File: src/rtl/otprog_consts.vh
// Purpose: constants for the one-time array programmer (host side)
// Assumes: 25 MHz clock, 40 ns period
// Notes:   times kept in their own unit; cycle counts derived from them, except the read wait, which is given in cycles
//
// What this block does
// - raise supplies, disable outputs before pulse
// - standard pulse 0.95 to 1.05 ms
// - fast pulse 95 to 105 us
// - overprogram pulse 2.85 to 78.75 ms
// - after each initial pulse read back and compare; the overprogram pulse ends the request
`ifndef OTPROG_CONSTS_VH
`define OTPROG_CONSTS_VH
`define OTPROG_CLK_MHZ        25
`define OTPROG_ADDR_W         15
`define OTPROG_DATA_W         8
`define OTPROG_WORDS          32768
// pulse widths, nominal, in microseconds
`define OTPROG_STD_PULSE_US   1000
`define OTPROG_FAST_PULSE_US  100
// overprogram pulse per initial pulse, in microseconds (3x nominal)
`define OTPROG_OVER_STEP_US   3000
// supply and setup settle time, microseconds
`define OTPROG_SETUP_US       2
`define OTPROG_STD_CYC        (`OTPROG_STD_PULSE_US * `OTPROG_CLK_MHZ)
`define OTPROG_FAST_CYC       (`OTPROG_FAST_PULSE_US * `OTPROG_CLK_MHZ)
`define OTPROG_OVER_STEP_CYC  (`OTPROG_OVER_STEP_US * `OTPROG_CLK_MHZ)
`define OTPROG_SETUP_CYC      (`OTPROG_SETUP_US * `OTPROG_CLK_MHZ)
// read access wait, cycles (covers 250 ns access)
`define OTPROG_READ_CYC       8
`define OTPROG_MAX_TRIES      25
`endif

File: src/rtl/otprog_timer.v
// Purpose: down counter giving a done pulse after a loaded cycle count
// Assumes: load has priority over counting
// Notes:   done is a one-cycle registered pulse
`timescale 1ns/1ps
module otprog_timer #(
    parameter W = 22
) (
    input  wire         i_clk,
    input  wire         i_rstn,
    input  wire         i_load,
    input  wire [W-1:0] i_count,
    output reg          o_done
);
    reg [W-1:0] cnt;   // remaining cycles
    reg         run;   // counting in progress

    // count down; done fires as the count steps from one to zero
    always @(posedge i_clk or negedge i_rstn) begin
        if (!i_rstn) begin
            cnt    <= {W{1'b0}};
            run    <= 1'b0;
            o_done <= 1'b0;
        end else if (i_load) begin
            cnt    <= i_count;
            run    <= 1'b1;
            o_done <= 1'b0;
        end else if (run) begin
            cnt    <= cnt - {{(W-1){1'b0}}, 1'b1};
            o_done <= (cnt <= {{(W-1){1'b0}}, 1'b1});
            run    <= (cnt > {{(W-1){1'b0}}, 1'b1});
        end else begin
            o_done <= 1'b0;
        end
    end
endmodule // otprog_timer

File: src/rtl/otprog_host.v
// Purpose: host that reads and programs a 32K x 8 one-time array by its pins
// Assumes: pins synchronous to i_clk; supplies switched by external drivers
// Notes:   one request at a time; o_busy high until o_done pulse
`timescale 1ns/1ps
`include "otprog_consts.vh"
module otprog_host #(
    parameter STD_CYC   = `OTPROG_STD_CYC,
    parameter FAST_CYC  = `OTPROG_FAST_CYC,
    parameter OVER_CYC  = `OTPROG_OVER_STEP_CYC,
    parameter SETUP_CYC = `OTPROG_SETUP_CYC,
    parameter MAX_TRIES = `OTPROG_MAX_TRIES
) (
    input  wire                       i_clk,
    input  wire                       i_rstn,
    // user side
    input  wire                       i_req,      // start pulse
    input  wire                       i_write,    // 1 program, 0 read
    input  wire                       i_fast,     // fast pulse algorithm
    input  wire [`OTPROG_ADDR_W-1:0]  i_addr,
    input  wire [`OTPROG_DATA_W-1:0]  i_wdata,
    output reg                        o_busy,
    output reg                        o_done,     // one-cycle pulse
    output reg                        o_fail,     // valid with o_done
    output reg  [`OTPROG_DATA_W-1:0]  o_rdata,
    // device pins
    output reg  [`OTPROG_ADDR_W-1:0]  o_addr,
    output reg                        o_sel_n,    // chip select, low active
    output reg                        o_drive_n,  // output drive, low active
    output reg  [`OTPROG_DATA_W-1:0]  o_data,
    output reg                        o_data_oe,  // high while host drives data
    input  wire [`OTPROG_DATA_W-1:0]  i_data,
    output reg                        o_vpp_hi,   // programming supply on
    output reg                        o_vcc_hi,   // core supply at 6 V
    output reg                        o_vcc_fast  // core supply at 6.25 V
);
    // one-hot states
    localparam S_IDLE  = 8'h01;
    localparam S_RDACC = 8'h02;
    localparam S_PSET  = 8'h04;
    localparam S_PULSE = 8'h08;
    localparam S_VSET  = 8'h10;
    localparam S_VCHK  = 8'h20;
    localparam S_OVER  = 8'h40;
    localparam S_END   = 8'h80;

    reg  [7:0]                state;
    reg  [7:0]                next_state;
    reg  [`OTPROG_DATA_W-1:0] target;    // byte to be held in the array
    reg                       fast;      // latched algorithm choice
    reg                       failed;    // sticky outcome of this request
    reg  [5:0]                tries;     // initial pulses applied
    reg                       tload;
    reg  [31:0]               tcount;
    wire                      tdone;

    // bits whose wanted one is already zero cannot be restored
    function illegal_req;
        input [`OTPROG_DATA_W-1:0] have;
        input [`OTPROG_DATA_W-1:0] want;
        begin
            illegal_req = |(want & ~have);
        end
    endfunction

    // overprogram length grows with the number of initial pulses
    function [31:0] over_len;
        input [5:0] n;
        begin
            over_len = OVER_CYC * {26'h0, n};
        end
    endfunction

    otprog_timer #(.W(32)) u_timer (
        .i_clk   (i_clk),
        .i_rstn  (i_rstn),
        .i_load  (tload),
        .i_count (tcount),
        .o_done  (tdone)
    );

    // next state and timer loads
    always @* begin
        next_state = state;
        tload      = 1'b0;
        tcount     = 32'h0;
        case (state)
            S_IDLE: begin
                if (i_req) begin
                    tload  = 1'b1;
                    // programming waits for supplies to settle
                    tcount = i_write ? SETUP_CYC : `OTPROG_READ_CYC;
                    // a write reads the byte first so a refused one never gets a pulse
                    next_state = i_write ? S_VSET : S_RDACC;
                end
            end
            S_RDACC: if (tdone) next_state = S_END;
            S_PSET: begin
                if (tdone) begin
                    tload      = 1'b1;
                    tcount     = fast ? FAST_CYC : STD_CYC;
                    next_state = S_PULSE;
                end
            end
            S_PULSE: begin
                if (tdone) begin
                    tload      = 1'b1;
                    tcount     = SETUP_CYC;
                    next_state = S_VSET;
                end
            end
            S_VSET: if (tdone) next_state = S_VCHK;
            S_VCHK: begin
                if (i_data == target) begin
                    if (tries != 6'h00) begin
                        // one overprogram pulse sized to the tries so far
                        tload      = 1'b1;
                        tcount     = over_len(tries);
                        next_state = S_OVER;
                    end else begin
                        // byte already held: no pulse at all
                        next_state = S_END;
                    end
                end else if (illegal_req(i_data, target) || tries >= MAX_TRIES[5:0]) begin
                    next_state = S_END;
                end else begin
                    tload      = 1'b1;
                    tcount     = SETUP_CYC;
                    next_state = S_PSET;
                end
            end
            S_OVER: if (tdone) next_state = S_END;
            S_END:  next_state = S_IDLE;
            default: next_state = S_IDLE;
        endcase
    end

    // registered pins and status
    always @(posedge i_clk or negedge i_rstn) begin
        if (!i_rstn) begin
            state      <= S_IDLE;
            target     <= 8'hFF;
            fast       <= 1'b0;
            failed     <= 1'b0;
            tries      <= 6'h00;
            o_busy     <= 1'b0;
            o_done     <= 1'b0;
            o_fail     <= 1'b0;
            o_rdata    <= 8'h00;
            o_addr     <= 15'h0000;
            o_sel_n    <= 1'b1;   // standby, pins float
            o_drive_n  <= 1'b1;
            o_data     <= 8'h00;
            o_data_oe  <= 1'b0;
            o_vpp_hi   <= 1'b0;
            o_vcc_hi   <= 1'b0;
            o_vcc_fast <= 1'b0;
        end else begin
            state  <= next_state;
            o_done <= 1'b0;
            case (state)
                S_IDLE: begin
                    if (i_req) begin
                        o_busy    <= 1'b1;
                        o_addr    <= i_addr;     // fifteen-bit byte address
                        target    <= i_wdata;
                        fast      <= i_fast;
                        failed    <= 1'b0;
                        tries     <= 6'h00;
                        o_sel_n   <= 1'b0;
                        // write keeps outputs off; read enables them
                        o_drive_n <= i_write;
                        o_data    <= i_wdata;
                        o_data_oe <= 1'b0;
                        o_vpp_hi  <= i_write;
                        o_vcc_hi  <= i_write & ~i_fast;
                        o_vcc_fast<= i_write & i_fast;
                        // inhibit while supplies rise
                        if (i_write) o_sel_n <= 1'b1;
                    end
                end
                S_RDACC: if (tdone) o_rdata <= i_data;
                S_PSET: begin
                    // drive data with outputs off
                    o_data_oe <= 1'b1;
                    o_drive_n <= 1'b1;
                    if (tdone) begin
                        o_sel_n <= 1'b0;          // pulse on select
                        tries   <= tries + 6'h01;
                    end
                end
                // data stays driven past the select edge: the array latches it there
                S_PULSE: if (tdone) o_sel_n <= 1'b1;  // end pulse, inhibit
                S_VSET: if (tdone) begin
                    o_data_oe <= 1'b0;            // hold time spent, let the pins go
                    o_drive_n <= 1'b0;            // verify read
                end
                S_VCHK: begin
                    o_rdata   <= i_data;
                    o_drive_n <= 1'b1;
                    if (i_data == target) begin
                        if (tries != 6'h00) begin
                            o_data_oe <= 1'b1;
                            o_sel_n   <= 1'b0;    // overprogram pulse
                        end
                    end else if (illegal_req(i_data, target) || tries >= MAX_TRIES[5:0]) begin
                        // a one wanted where zero is stored can never pass
                        failed <= 1'b1;
                    end
                end
                // data released one cycle later in S_END, again for hold time
                S_OVER: if (tdone) o_sel_n <= 1'b1;
                S_END: begin
                    o_busy     <= 1'b0;
                    o_done     <= 1'b1;
                    o_fail     <= failed;
                    o_sel_n    <= 1'b1;
                    o_drive_n  <= 1'b1;
                    o_data_oe  <= 1'b0;
                    o_vpp_hi   <= 1'b0;
                    o_vcc_hi   <= 1'b0;
                    o_vcc_fast <= 1'b0;
                end
                default: ;
            endcase
        end
    end
endmodule // otprog_host

File: config.mk
export PLATFORM = sky130hd
export DESIGN_NAME = otprog_host
export DESIGN_NICKNAME = d
export VERILOG_FILES = /design/src/rtl/otprog_timer.v /design/src/rtl/otprog_host.v
export VERILOG_INCLUDE_DIRS = /design/src /design/src/rtl
export SDC_FILE = /design/constraint.sdc
export NUM_CORES = 1
export LEC_CHECK = 0
export BUFFER_PORTS_ARGS = -buffer_cell sky130_fd_sc_hd__buf_4
export CAP_MARGIN = 20
export CELL_PAD_IN_SITES_DETAIL_PLACEMENT = 0
export CELL_PAD_IN_SITES_GLOBAL_PLACEMENT = 1
export CORE_ASPECT_RATIO = 0.9
export CORE_MARGIN = 5
export CORE_UTILIZATION = 49
export CTS_CLUSTER_DIAMETER = 100
export DETAILED_ROUTE_END_ITERATION = 10
export PLACE_DENSITY_LB_ADDON = 0.1
export RECOVER_POWER = 25
export SYNTH_ARGS = -nofsm -noshare
export SYNTH_HDL_FRONTEND = slang
export SYNTH_SLANG_ARGS = --single-unit
File: constraint.sdc
create_clock -name i_clk -period 9.2 [get_ports i_clk]
set_input_delay 1.84 -clock i_clk [delete_from_list [all_inputs] [get_ports i_clk]]
set_output_delay 1.84 -clock i_clk [all_outputs]
set_load 0.005 [all_outputs]
==> impl_results.md <==
* Worst R2R Start: tries[3]
* Post-synth ARST share at 1.000
* Part of the Yosys area used for sequential elements at 0.3904
* Vias post-DR at 5385
* Final nets at 866
* Grt total ovfl at 0
* Die W at 129.7 um
* Final ANT Viol Nets at 0
* Hold Vio Cnt, Final at 0
* Vias in the first global route at 5338
* Drc violations at 0
* Met3 routed WL at 758 um
* Slew headroom at -0.5593
* Power Dens Cells at 265.9 nW/um2
* Setup Fix Bufs, Post-CTS at 0
* Largest net degree at the start of global routing at 61
* R2R cell count at 14
* VDD IR max at 0.0001497 V
* Final min period at 4.854 ns
* Dpl hpwl at 12.37 mm
* Layout cells sized above 1 at 0.1600
* Clock Latency Late Sink at 0.36 ns
* CTS tree: done
* Synth area leaders: dfrtp_1 (34%), ha_1 (9.7%), nand2_1 (7.8%)
* Tot GR Track Use at 0.2189
* Fmax at 0.2060 GHz
* Metal1 wirelength at 7.684 mm
* Number of DRC markers in iteration 0 at 307
* Hold-critical path depth at 2
* CTS Buffer Depth at 2
* Initial antenna violation count at 0
* Top post-synthesis cells by count: nand2_1 (132), dfrtp_1 (87), nor2_1 (62)
* Post-layout util at 0.5765
* WP data arrival at 5.15 ns
* I/O Buffers at 75
* Syn Inst Count at 706
* FF-to-FF End: u_timer.cnt[19]
* Filler instances at 1151
* # hold bufs at CTS at 0
* WL/cell at 17.43 um
* Final period utilization at 0.5276
* Die height at 117.7 um
* Max-Cap Viols at 2
* WP data required at 9.50 ns
* FF+latch count, synth at 98
* Via density at 5.735
* Die area at 15270 um2
* Setup-failing EPs final at 0
* R2R setup slack at 4.73 ns
* CP Max Fanout at 38
* Startpoint Class: input pin
* Cts repair resizes at 0
* Top FF cell, synth: dfrtp_1
* Number of synthesized flops with an enable pin at 0
* Worst hold endpoint: target[6]
* First-pass GRT wire length at 27.01 mm
* Area delta synth->final at 15.79%
* Worst setup EP type: register
* Leak Pwr at 3.751 nW
* Root Buffer Master: clkbuf_16
* Synth cell types at 70
* H-Tree Depth at 3
* Leading area contributor after synthesis: dfrtp_1
* Routability congestion estimate at 0.8774
* # diodes at 0
* Non-Filler Instances at 939
* Worst setup path startpoint: i_req
* Final wirelength at 16.36 mm
* Area of the multi-input gates at 3573 um2
* CP Class: input pin to register
* Synth Net Count at 802
* Unrepaired setup endpoints after global routing: false
* Failing checks: capacitance limit, slew limit
* FF/Latch Area at 2466 um2
* Site Rows at 39
* Count leader, synth: nand2_1
* Post-Syn Area at 6317 um2
* # IOs at 76
* # clock sinks at 98
* Setup TNS Final at 0 ns
* Layout Skew at 0.006298 ns
* DR top layer: met4
* CTS Buf Count at 9
* Synth warnings at 0
* HP Start: target[6]
* Max-slew violation count at 79
* Syn Area/Cell at 8.948 um2
* Yosys top cell area share at 0.3446
* Status: finished with violations
* Worst min-delay path category: register to register
* Clk slew on worst S/H paths at 0.07 ns
* Metal2 WL at 7.674 mm
* Least-Margin Pin Slew at 2.339 ns
* Drt first pass iters at 4
* Core Region at 12690 um2
* Placed Cells incl. Taps at 922
* Starting Density at 0.4979
-- report_power, final --
| part | internal (mW) | switching, mW |
|---|---|---|
| logic | 0.346 | 0.408 |
| registers | 0.613 | 0.149 |
| clock network | 0.249 | 0.180 |
-- per-stage QoR --
step                setup WS (ns)  power [mW]  hold WS, ns  area [um2]
finish                      4.346       1.945       0.4629        7315
global route                4.009       2.095       0.4767        7315
CTS                         4.737       1.961       0.4653        7318
detailed placement          4.767       1.524       0.4533        6984
global placement            4.895       1.506       0.4528        6984
floorplan                   5.204       1.244       0.4396        6317
-- critical path, stage by stage --
cell      delay (ns)
clkbuf_1        0.12
nand4_1         0.09
clkbuf_1        1.21
nand2_1         0.53
nor2_1          0.84
o21ai_0         0.23
o2bb2a_1        0.28
-- cell usage in the layout, fill, tap and decap left out, types with 9 or more instances in the layout --
master,count
a21o_1,11
a21oi_1,32
buf_4,77
clkbuf_16,9
dfrtp_1,87
dfstp_2,11
fa_1,11
ha_1,49
inv_1,39
mux2_2,9
nand2_1,132
nand3_1,24
nand4_1,10
nor2_1,62
nor3_1,20
nor4_1,15
o21ai_0,15
xnor2_1,20
xor2_1,15
-- cell type report --
| cell class | instances | share of cell area |
|---|---|---|
| clock buffers | 10 | 0.03267 |
| clock inverters | 6 | 0.01300 |
| inverters | 39 | 0.02001 |
| multi-input cells | 542 | 0.4885 |
| flip-flops and latches | 98 | 0.3372 |
| well taps | 164 | 0.02805 |
| repair buffers | 80 | 0.08057 |
-- sequential cells by signal, indices dropped and copies added (netlist names), 6 cells and up --
register / flops
o_data: 8
u_timer.cnt: 32
tries: 6
state: 8
target: 8
o_rdata: 8
o_addr: 15
-- per-layer routing --
metal,global-route usage,up-vias
met2,0.3421,123
met3,0.05172,19
met1,0.3069,2633
li1,-,2610
met5,0,-
met4,0.05455,0
-- worst max path at each step --
stage,endpoint,depth (start not counted)
2_1_floorplan,u_timer.cnt[18],14
3_3_place_gp,u_timer.cnt[3],9
3_5_place_dp,u_timer.cnt[19],14
4_1_cts,u_timer.cnt[19],14
5_1_grt,u_timer.cnt[10],7
6_report,u_timer.cnt[10],7
-- cell families (layout without fill, tap and decap cells) --
| kind of cell | count (synthesis) | after routing | share of synthesized area |
|---|---|---|---|
| compound gates | 122 | 122 | 0.1339 |
| xor+xnor | 35 | 35 | 0.04853 |
| fa+ha+maj | 60 | 60 | 0.1319 |
| buf+inv | 66 | 135 | 0.04397 |
| flops | 98 | 98 | 0.3904 |
| mux | 10 | 10 | 0.01763 |
| simple gates | 315 | 315 | 0.2337 |
(Power assumes the default switching activity.)
